File: src/common/irq_map_pkg.sv
// constants, source layout and trigger encodings of the peripheral interrupt mapper
// -----------------------------------------------------------------------------
// How it works
// - host read of a core-to-host scratch byte sets its bit; OR drives line 35.
// - host write of a host-to-core scratch byte sets its bit; OR drives line 36.
// - channel 0 overflow and channels 1-3 underflow combine onto line 32.
// - serial master 0 done drives line 23, serial master 1 done line 24.
// - two-wire master 0 done drives line 25, two-wire master 1 done line 26.
// - flash port data and done requests merge onto line 33.
// - real-time counter overflow drives line 27.
// - interval timer reaching its limit drives line 28.
// - twelve pad event channels trigger per setup, combine onto event line 31.
// -----------------------------------------------------------------------------
package irq_map_pkg;

  // source positions inside the pending vector
  localparam int SRC_RD   = 0;   // 16 core-to-host scratch byte reads
  localparam int SRC_WR   = 16;  // 16 host-to-core scratch byte writes
  localparam int SRC_BUF  = 32;  // 4 host channel buffer errors
  localparam int SRC_SM0  = 36;
  localparam int SRC_SM1  = 37;
  localparam int SRC_TW0  = 38;
  localparam int SRC_TW1  = 39;
  localparam int SRC_QD   = 40;  // flash data request
  localparam int SRC_QF   = 41;  // flash done request
  localparam int SRC_RTC  = 42;
  localparam int SRC_ITM  = 43;
  localparam int SRC_UTM  = 44;
  localparam int SRC_PAD  = 45;  // 12 pad event channels
  localparam int SRC_SW   = 57;  // 4 software bits
  localparam int SRC_NUM  = 61;

  localparam int SCRATCH_NUM = 16;
  localparam int BUF_NUM     = 4;
  localparam int PAD_NUM     = 12;
  localparam int SW_NUM      = 4;

  // core interrupt line numbers
  localparam int IRQ_LO     = 23;
  localparam int IRQ_HI     = 40;
  localparam int IRQ_SM0    = 23;
  localparam int IRQ_SM1    = 24;
  localparam int IRQ_TW0    = 25;
  localparam int IRQ_TW1    = 26;
  localparam int IRQ_RTC    = 27;
  localparam int IRQ_ITM    = 28;
  localparam int IRQ_UTM    = 29;
  localparam int IRQ_PAD    = 31;
  localparam int IRQ_BUF    = 32;
  localparam int IRQ_FLASH  = 33;
  localparam int IRQ_RD     = 35;
  localparam int IRQ_WR     = 36;
  localparam int IRQ_SW     = 37;

  // lines classed as event interrupts (only the pad line)
  localparam logic [IRQ_HI:IRQ_LO] EVENT_CLASS_MASK = 18'h00100;
  localparam logic [SRC_NUM-1:0]   PEND_RESET       = '0;

  // pad channel trigger setup, gray ordered
  typedef enum logic [1:0] {
    TRIG_RISE = 2'h0,
    TRIG_FALL = 2'h1,
    TRIG_BOTH = 2'h3,
    TRIG_HIGH = 2'h2
  } pad_trig_t;

  // universal timer condition select; code 2 is unused
  typedef enum logic [1:0] {
    UTM_LIMIT   = 2'h0,
    UTM_COMPARE = 2'h1,
    UTM_CAPTURE = 2'h3
  } utmr_src_t;

endpackage : irq_map_pkg

File: src/core/pend_bank.sv
// sticky pending flags with set-over-clear
`timescale 1ns/10ps
module pend_bank
  import irq_map_pkg::*;
#(
  parameter int W = SRC_NUM
) (
  // clock and reset
  input  wire logic         clk_sys,
  input  wire logic         rstn,
  // set and clear strobes
  input  wire logic [W-1:0] set_vec,
  input  wire logic [W-1:0] clr_vec,
  // flag state
  output logic      [W-1:0] pend_ff,
  output logic      [W-1:0] nxt_pend
);

  // ---------------------------------------------------------------------------
  // per-bit pending
  // ---------------------------------------------------------------------------
  genvar i;
  generate
    for (i = 0; i < W; i++) begin : g_bit
      // set beats a clear in the same cycle so no event is lost
      always_comb begin
        nxt_pend[i] = set_vec[i] | (pend_ff[i] & ~clr_vec[i]);
      end
    end
  endgenerate

  // register only
  always_ff @(posedge clk_sys or negedge rstn) begin
    if (!rstn) begin
      pend_ff <= PEND_RESET[W-1:0];
    end else begin
      pend_ff <= nxt_pend;
    end
  end

endmodule : pend_bank

File: src/core/periph_irq_mapper.sv
// peripheral interrupt mapper: sticky sources grouped onto core interrupt lines
`timescale 1ns/10ps
module periph_irq_mapper
  import irq_map_pkg::*;
(
  // clock and reset
  input  wire logic                    clk_sys,
  input  wire logic                    rstn,
  // host interface scratch accesses
  input  wire logic                    host_read_access,
  input  wire logic [3:0]              host_read_sel,
  input  wire logic                    host_write_access,
  input  wire logic [3:0]              host_write_sel,
  // host channel buffer errors
  input  wire logic                    host_chan0_overflow_req,
  input  wire logic                    host_chan1_underflow_req,
  input  wire logic                    host_chan2_underflow_req,
  input  wire logic                    host_chan3_underflow_req,
  // master ports
  input  wire logic                    serial_master0_done_req,
  input  wire logic                    serial_master1_done_req,
  input  wire logic                    twowire_master0_done_req,
  input  wire logic                    twowire_master1_done_req,
  // flash port
  input  wire logic                    flash_data_req,
  input  wire logic                    flash_done_req,
  // timers
  input  wire logic                    rtc_overflow_req,
  input  wire logic                    itimer_limit_req,
  input  wire logic [1:0]              utimer_src_sel,
  input  wire logic                    utimer_limit_hit,
  input  wire logic                    utimer_compare_hit,
  input  wire logic                    utimer_capture_hit,
  // pad event channels
  input  wire logic [PAD_NUM-1:0]      pad_event_req,
  input  wire logic [2*PAD_NUM-1:0]    pad_trig_setup,
  // software requests
  input  wire logic [SW_NUM-1:0]       software_request_vec,
  // core side clear of pending sources
  input  wire logic [SRC_NUM-1:0]      core_clear_vec,
  // core interrupt lines and status
  output logic      [IRQ_HI:IRQ_LO]    core_irq_ff,
  output logic      [IRQ_HI:IRQ_LO]    event_class_ff,
  output logic      [SRC_NUM-1:0]      pend_ff
);

  // ---------------------------------------------------------------------------
  // pad channel trigger detection
  // ---------------------------------------------------------------------------
  logic [PAD_NUM-1:0] pad_prev_ff;
  logic [PAD_NUM-1:0] nxt_pad_prev;
  logic [PAD_NUM-1:0] pad_set;

  genvar c;
  generate
    for (c = 0; c < PAD_NUM; c++) begin : g_pad
      pad_trig_t mode;
      logic      rise;
      logic      fall;
      // level mode re-arms each cycle while high; edge modes fire once per edge
      always_comb begin
        mode     = pad_trig_t'(pad_trig_setup[2*c +: 2]);
        rise     = pad_event_req[c] & ~pad_prev_ff[c];
        fall     = ~pad_event_req[c] & pad_prev_ff[c];
        unique case (mode)
          TRIG_RISE: pad_set[c] = rise;
          TRIG_FALL: pad_set[c] = fall;
          TRIG_BOTH: pad_set[c] = rise | fall;
          TRIG_HIGH: pad_set[c] = pad_event_req[c];
        endcase
      end
    end
  endgenerate

  // previous pad level
  always_comb begin
    nxt_pad_prev = pad_event_req;
  end

  always_ff @(posedge clk_sys or negedge rstn) begin
    if (!rstn) begin
      pad_prev_ff <= '0;
    end else begin
      pad_prev_ff <= nxt_pad_prev;
    end
  end

  // ---------------------------------------------------------------------------
  // source set vector
  // ---------------------------------------------------------------------------
  logic [SRC_NUM-1:0] set_vec;
  logic               utm_hit;
  logic [SRC_NUM-1:0] nxt_pend;

  // universal timer condition picked by its setup; unused code raises nothing
  always_comb begin
    unique case (utimer_src_sel)
      UTM_LIMIT:   utm_hit = utimer_limit_hit;
      UTM_COMPARE: utm_hit = utimer_compare_hit;
      UTM_CAPTURE: utm_hit = utimer_capture_hit;
      default:     utm_hit = 1'b0;
    endcase
  end

  always_comb begin
    set_vec = '0;
    set_vec[SRC_RD + host_read_sel]  = host_read_access;
    set_vec[SRC_WR + host_write_sel] = host_write_access;
    set_vec[SRC_BUF +: BUF_NUM]      = {host_chan3_underflow_req, host_chan2_underflow_req,
                                        host_chan1_underflow_req, host_chan0_overflow_req};
    set_vec[SRC_SM0] = serial_master0_done_req;
    set_vec[SRC_SM1] = serial_master1_done_req;
    set_vec[SRC_TW0] = twowire_master0_done_req;
    set_vec[SRC_TW1] = twowire_master1_done_req;
    set_vec[SRC_QD]  = flash_data_req;
    set_vec[SRC_QF]  = flash_done_req;
    set_vec[SRC_RTC] = rtc_overflow_req;
    set_vec[SRC_ITM] = itimer_limit_req;
    set_vec[SRC_UTM] = utm_hit;
    set_vec[SRC_PAD +: PAD_NUM] = pad_set;
    set_vec[SRC_SW +: SW_NUM]   = software_request_vec;
  end

  // sticky pending flags, cleared by the core
  pend_bank #(
    .W (SRC_NUM)
  ) u_pend (
    .clk_sys  (clk_sys),
    .rstn     (rstn),
    .set_vec  (set_vec),
    .clr_vec  (core_clear_vec),
    .pend_ff  (pend_ff),
    .nxt_pend (nxt_pend)
  );

  // ---------------------------------------------------------------------------
  // line mapping
  // ---------------------------------------------------------------------------
  logic [IRQ_HI:IRQ_LO] nxt_irq;

  // lines follow the next pending state so line and flag change on the same edge
  always_comb begin
    nxt_irq            = '0;
    nxt_irq[IRQ_SM0]   = nxt_pend[SRC_SM0];
    nxt_irq[IRQ_SM1]   = nxt_pend[SRC_SM1];
    nxt_irq[IRQ_TW0]   = nxt_pend[SRC_TW0];
    nxt_irq[IRQ_TW1]   = nxt_pend[SRC_TW1];
    nxt_irq[IRQ_RTC]   = nxt_pend[SRC_RTC];
    nxt_irq[IRQ_ITM]   = nxt_pend[SRC_ITM];
    nxt_irq[IRQ_UTM]   = nxt_pend[SRC_UTM];
    nxt_irq[IRQ_PAD]   = |nxt_pend[SRC_PAD +: PAD_NUM];
    nxt_irq[IRQ_BUF]   = |nxt_pend[SRC_BUF +: BUF_NUM];
    nxt_irq[IRQ_FLASH] = nxt_pend[SRC_QD] | nxt_pend[SRC_QF];
    nxt_irq[IRQ_RD]    = |nxt_pend[SRC_RD +: SCRATCH_NUM];
    nxt_irq[IRQ_WR]    = |nxt_pend[SRC_WR +: SCRATCH_NUM];
    nxt_irq[IRQ_SW +: SW_NUM] = nxt_pend[SRC_SW +: SW_NUM];
  end

  // lines 30 and 34 are served elsewhere and stay low here
  always_ff @(posedge clk_sys or negedge rstn) begin
    if (!rstn) begin
      core_irq_ff    <= '0;
      event_class_ff <= '0;
    end else begin
      core_irq_ff    <= nxt_irq;
      event_class_ff <= EVENT_CLASS_MASK;
    end
  end

  // ---------------------------------------------------------------------------
  // assertions
  // ---------------------------------------------------------------------------
  AST_RD_SET: assert property (@(posedge clk_sys) disable iff (!rstn)
    host_read_access |=> core_irq_ff[IRQ_RD] && pend_ff[SRC_RD + $past(host_read_sel)])
    else $error("read access did not raise line 35");
  AST_WR_SET: assert property (@(posedge clk_sys) disable iff (!rstn)
    host_write_access |=> core_irq_ff[IRQ_WR] && pend_ff[SRC_WR + $past(host_write_sel)])
    else $error("write access did not raise line 36");
  AST_BUF: assert property (@(posedge clk_sys) disable iff (!rstn)
    (host_chan0_overflow_req || host_chan3_underflow_req) |=> core_irq_ff[IRQ_BUF])
    else $error("buffer error did not raise line 32");
  AST_SM: assert property (@(posedge clk_sys) disable iff (!rstn)
    serial_master1_done_req |=> core_irq_ff[IRQ_SM1] && pend_ff[SRC_SM1])
    else $error("serial master 1 done did not raise line 24");
  AST_TW: assert property (@(posedge clk_sys) disable iff (!rstn)
    twowire_master0_done_req |=> core_irq_ff[IRQ_TW0])
    else $error("two-wire master 0 done did not raise line 25");
  AST_FLASH: assert property (@(posedge clk_sys) disable iff (!rstn)
    core_irq_ff[IRQ_FLASH] == (pend_ff[SRC_QD] || pend_ff[SRC_QF]))
    else $error("line 33 disagrees with flash pending");
  AST_RTC: assert property (@(posedge clk_sys) disable iff (!rstn)
    rtc_overflow_req |=> core_irq_ff[IRQ_RTC])
    else $error("rtc overflow did not raise line 27");
  AST_ITM: assert property (@(posedge clk_sys) disable iff (!rstn)
    itimer_limit_req |=> core_irq_ff[IRQ_ITM])
    else $error("interval timer did not raise line 28");
  AST_UTM: assert property (@(posedge clk_sys) disable iff (!rstn)
    (utimer_src_sel == UTM_CAPTURE && utimer_capture_hit) |=> core_irq_ff[IRQ_UTM])
    else $error("capture did not raise line 29");
  AST_PAD: assert property (@(posedge clk_sys) disable iff (!rstn)
    (pad_trig_setup[1:0] == TRIG_RISE && pad_event_req[0] && !pad_prev_ff[0])
      |=> core_irq_ff[IRQ_PAD] && pend_ff[SRC_PAD])
    else $error("pad channel 0 rise did not raise line 31");
  AST_SW: assert property (@(posedge clk_sys) disable iff (!rstn)
    ##1 ((core_irq_ff[IRQ_SW +: SW_NUM] & $past(software_request_vec))
      == $past(software_request_vec)))
    else $error("software bit did not reach its line");
  AST_HOLD: assert property (@(posedge clk_sys) disable iff (!rstn)
    (core_irq_ff[IRQ_RD] && !(|core_clear_vec[SRC_RD +: SCRATCH_NUM])) |=> core_irq_ff[IRQ_RD])
    else $error("line 35 dropped with sources still pending");
  AST_OR: assert property (@(posedge clk_sys) disable iff (!rstn)
    core_irq_ff[IRQ_PAD] == (|pend_ff[SRC_PAD +: PAD_NUM]))
    else $error("line 31 disagrees with pad pending");

  COV_RD: cover property (@(posedge clk_sys) disable iff (!rstn)
    host_read_access ##1 core_irq_ff[IRQ_RD]);
  COV_PAD: cover property (@(posedge clk_sys) disable iff (!rstn)
    $rose(core_irq_ff[IRQ_PAD]));
  COV_UTM: cover property (@(posedge clk_sys) disable iff (!rstn)
    utimer_src_sel == UTM_COMPARE && utimer_compare_hit);
  COV_CLR: cover property (@(posedge clk_sys) disable iff (!rstn)
    $fell(core_irq_ff[IRQ_BUF]));

endmodule : periph_irq_mapper

File: config.mk
export PLATFORM = sky130hd
export DESIGN_NAME = periph_irq_mapper
export DESIGN_NICKNAME = d
export VERILOG_FILES = /design/src/common/irq_map_pkg.sv /design/src/core/pend_bank.sv /design/src/core/periph_irq_mapper.sv
export SDC_FILE = /design/constraint.sdc
export NUM_CORES = 1
export LEC_CHECK = 0
export ABC_AREA = 1
export BUFFER_PORTS_ARGS = -buffer_cell sky130_fd_sc_hd__buf_2
export CAP_MARGIN = 15
export CORE_MARGIN = 3
export CORE_UTILIZATION = 45
export DETAILED_ROUTE_END_ITERATION = 8
export GPL_TIMING_DRIVEN = 1
export PLACE_DENSITY = 0.81
export SYNTH_ARGS = -nofsm -noshare
export SYNTH_HDL_FRONTEND = slang
export SYNTH_SLANG_ARGS = --single-unit
File: constraint.sdc
create_clock -name clk_sys -period 2 [get_ports clk_sys]
set_clock_uncertainty 0.2 [all_clocks]
set_input_delay 0.4 -clock clk_sys [delete_from_list [all_inputs] [get_ports clk_sys]]
set_output_delay 0.4 -clock clk_sys [all_outputs]
set_load 0.01 [all_outputs]
==> impl_metrics.py <==
metrics = {
    "global_routing": {
        "grt_max_degree": 80,
        "antenna_found_initial": 0,
        "grt_overflow_total": 0,
        "grt_pass1_vias": 3826,
        "grt.total_usage": 0.200,
        "grt_pass1_wl_um": 16300,
    },
    "floorplanning": {
        "num_rows": 34,
        "dieHeight_um": 102,
        "fp.dieW_um": 102,
        "io_pins": 227,
        "start_util": 0.470,
        "die_area_um2": 10400,
        "core_area_um2": 8850,
    },
    "pwr": {
        "power.total_mw": 3.97,
        "p_leak_nw": 3.34,
        "vdd_drop_max_uv": 413,
        "power_density_nw_per_um2": 702,
    },
    "logic_synthesis": {
        "ys_ff_latch": 79,
        "synth-edff-count": 0,
        "synth.distinct_cells": 20,
        "async_flop_share": 1.00,
        "synth.area.top_cells": "dfrtp_1 48%, inv_1 12%, ha_1 7.2%",
        "syn_area_um2": 4160,
        "yosysWarnings": 0,
        "yosysTopAreaCellShare": 0.475,
        "postSynthAreaPerCell_um2": 8.35,
        "syn_inst": 498,
        "ys.flop_type": "dfrtp_1",
        "ys_seq_area_frac": 0.475,
        "yosys.area.top_type": "dfrtp_1",
    },
    "setup_path": {
        "crit_path_end_kind": "flop",
        "worst-setup-path-type": "input port to flop",
        "critical_path.max_fanout": 4,
        "arrival_ns": 1.98,
        "start_kind": "input port",
        "cp_data_required_time_ns": 2.03,
    },
    "timing": {
        "clock.fmax_mhz": 512,
        "period_needed_ns": 1.95,
        "slew_viol_final": 0,
        "final_hold_viol_count": 0,
        "worst_hold_slack_ns": 0.0142,
        "post-route-period-util": 0.976,
        "fin_ws_ns": 0.0476,
        "finalSetupViolCount": 0,
    },
    "drt": {
        "vias": 3819,
        "wl_per_cell_um": 12.6,
        "dr.pass1.iters": 6,
        "postRouteAntennaNets": 0,
        "dr.first_iter.drc_count": 109,
        "drcViolationCount": 0,
        "avgViaCountPerCell": 4.58,
        "drt-total-wl_um": 10500,
    },
    "cells_and_area": {
        "final_area_um2": 5660,
        "fillCellCount": 740,
        "layout_commonest_cell": "buf_2",
        "num-nets-final": 875,
        "mostFrequentLayoutCells": "203 x buf_2, 137 x inv_1, 80 x nand2_1, 79 x dfrtp_1, 33 x nor2_1",
        "n_antenna_cell": 0,
        "drive_gt1_frac": 0.364,
        "syn2layout_area_growth_pct": 36.0,
        "stdcell_count": 834,
    },
    "cts": {
        "cts_buffer_depth": 2,
        "clk_pin_slew_ns": 0.08,
        "htree_levels": 3,
        "clkSinkCount": 79,
        "clk_latency_ns": 0.36,
        "cts_tree": "done",
        "cts-root-buf": "clkbuf_8",
        "numCtsBuffers": 9,
    },
    "placement": {
        "dp_cells": 802,
        "place_area_um2": 5190,
        "gp_congestion": 0.837,
        "preCtsSetupSlack_ns": 0.107,
        "dpl.hpwl_um": 8350,
        "port_buffers": 207,
    },
    "hold_path": {
        "min_path_type": "input port to flop",
    },
    "run_status": {
        "outcome": "finished, final reports clean",
    },
    "flow_run": {
        "cap_viol_max_count": 0,
    },
}
==> worst paths after layout <==
kind | slack [ns] | depth (start not counted) | endpoint | start
max | 0.05 | 11 | core_irq_ff[31] | pad_event_req[3]
min | 0.01 | 2 | core_irq_ff[40] | core_clear_vec[60]
max reg2reg | 0.32 | 8 | core_irq_ff[31] | pad_prev_ff[7]
min reg2reg | 0.30 | 2 | u_pend.pend_ff[32] | u_pend.pend_ff[32]
max in group asynchronous | 0.85 | 3 | u_pend.pend_ff[47] | rstn
min in group asynchronous | 0.41 | 3 | u_pend.pend_ff[57] | rstn
==> layer usage <==
layer  global-route usage  vias up  part of all wire
li1                     -     1900                 -
met2                0.353      167              0.51
met4               0.0827        0             0.021
met5                    0        -                 0
met1                0.220     1735              0.38
met3               0.0676       17             0.087
==> through the flow <==
| step | util | setup TNS, ns |
|---|---|---|
| global route | 0.639 | -0.00657 |
| global placement | 0.587 | 0 |
| floorplan | - | 0 |
| finish | 0.639 | 0 |
| detailed placement | 0.587 | 0 |
| CTS | 0.632 | 0 |
==> cell usage after synthesis, types with 5 or more instances <==
master / instances
nand3_1: 25
ha_1: 24
a21oi_1: 25
nor2_1: 34
buf_4: 30
o21ai_2: 6
inv_1: 137
o22ai_1: 20
o21bai_1: 11
nand2_1: 80
o22ai_2: 7
dfrtp_1: 79
nand2_2: 5
inv_2: 5
==> cell type report <==
cell class / instances / area [µm²] / area share
clock buffer: 10 / 138 / 0.0243
tap: 108 / 135 / 0.0239
inverter: 142 / 533 / 0.0942
timing repair buffer: 224 / 1230 / 0.218
clock inverter: 6 / 116 / 0.0206
sequential: 79 / 1980 / 0.350
multi-input combinational: 265 / 1520 / 0.269
==> where the power goes <==
group          total, mW  internal (mW)  leakage, nW  switching [mW]
registers           1.75           1.70        0.955          0.0539
logic              0.734          0.322         2.26           0.412
clock network       1.49          0.872        0.127           0.616
total               3.97           2.89         3.34            1.08
==> cells by family (layout without fill, tap and decap cells) <==
family                   after synthesis  count (layout)  synth area share
AND/OR/NAND/NOR                      152             152             0.155
flip-flops                            79              79             0.475
buffers and inverters                172             382             0.182
adder cells (fa/ha/maj)               24              24            0.0722
AO/OA/AOI/OAI                         69              69             0.114
other                                  2              20           0.00181
==> flip-flops by register name, summed over array words and instances (netlist names) <==
signal,count
event_class_ff,1
pad_prev_ff,12
u_pend.pend_ff,58
core_irq_ff,8
==> critical path: stages <==
cell and delay, ns:
dlygate4sd3_1 0.54, buf_2 0.15, inv_1 0.05, ha_1 0.27, inv_1 0.04, nand2_1 0.04
nand3_1 0.08, a21oi_2 0.16, nand2_1 0.07, nor2_1 0.10, nand3_1 0.07
==> repair_timing <==
action	4_1_cts	5_1_grt
gates resized for setup	0	12
hold buffers	14	0
buffers inserted	0	2
endpoints found under the setup margin	0	1
endpoints found under the hold margin	92	0
(Power assumes the default switching activity.)
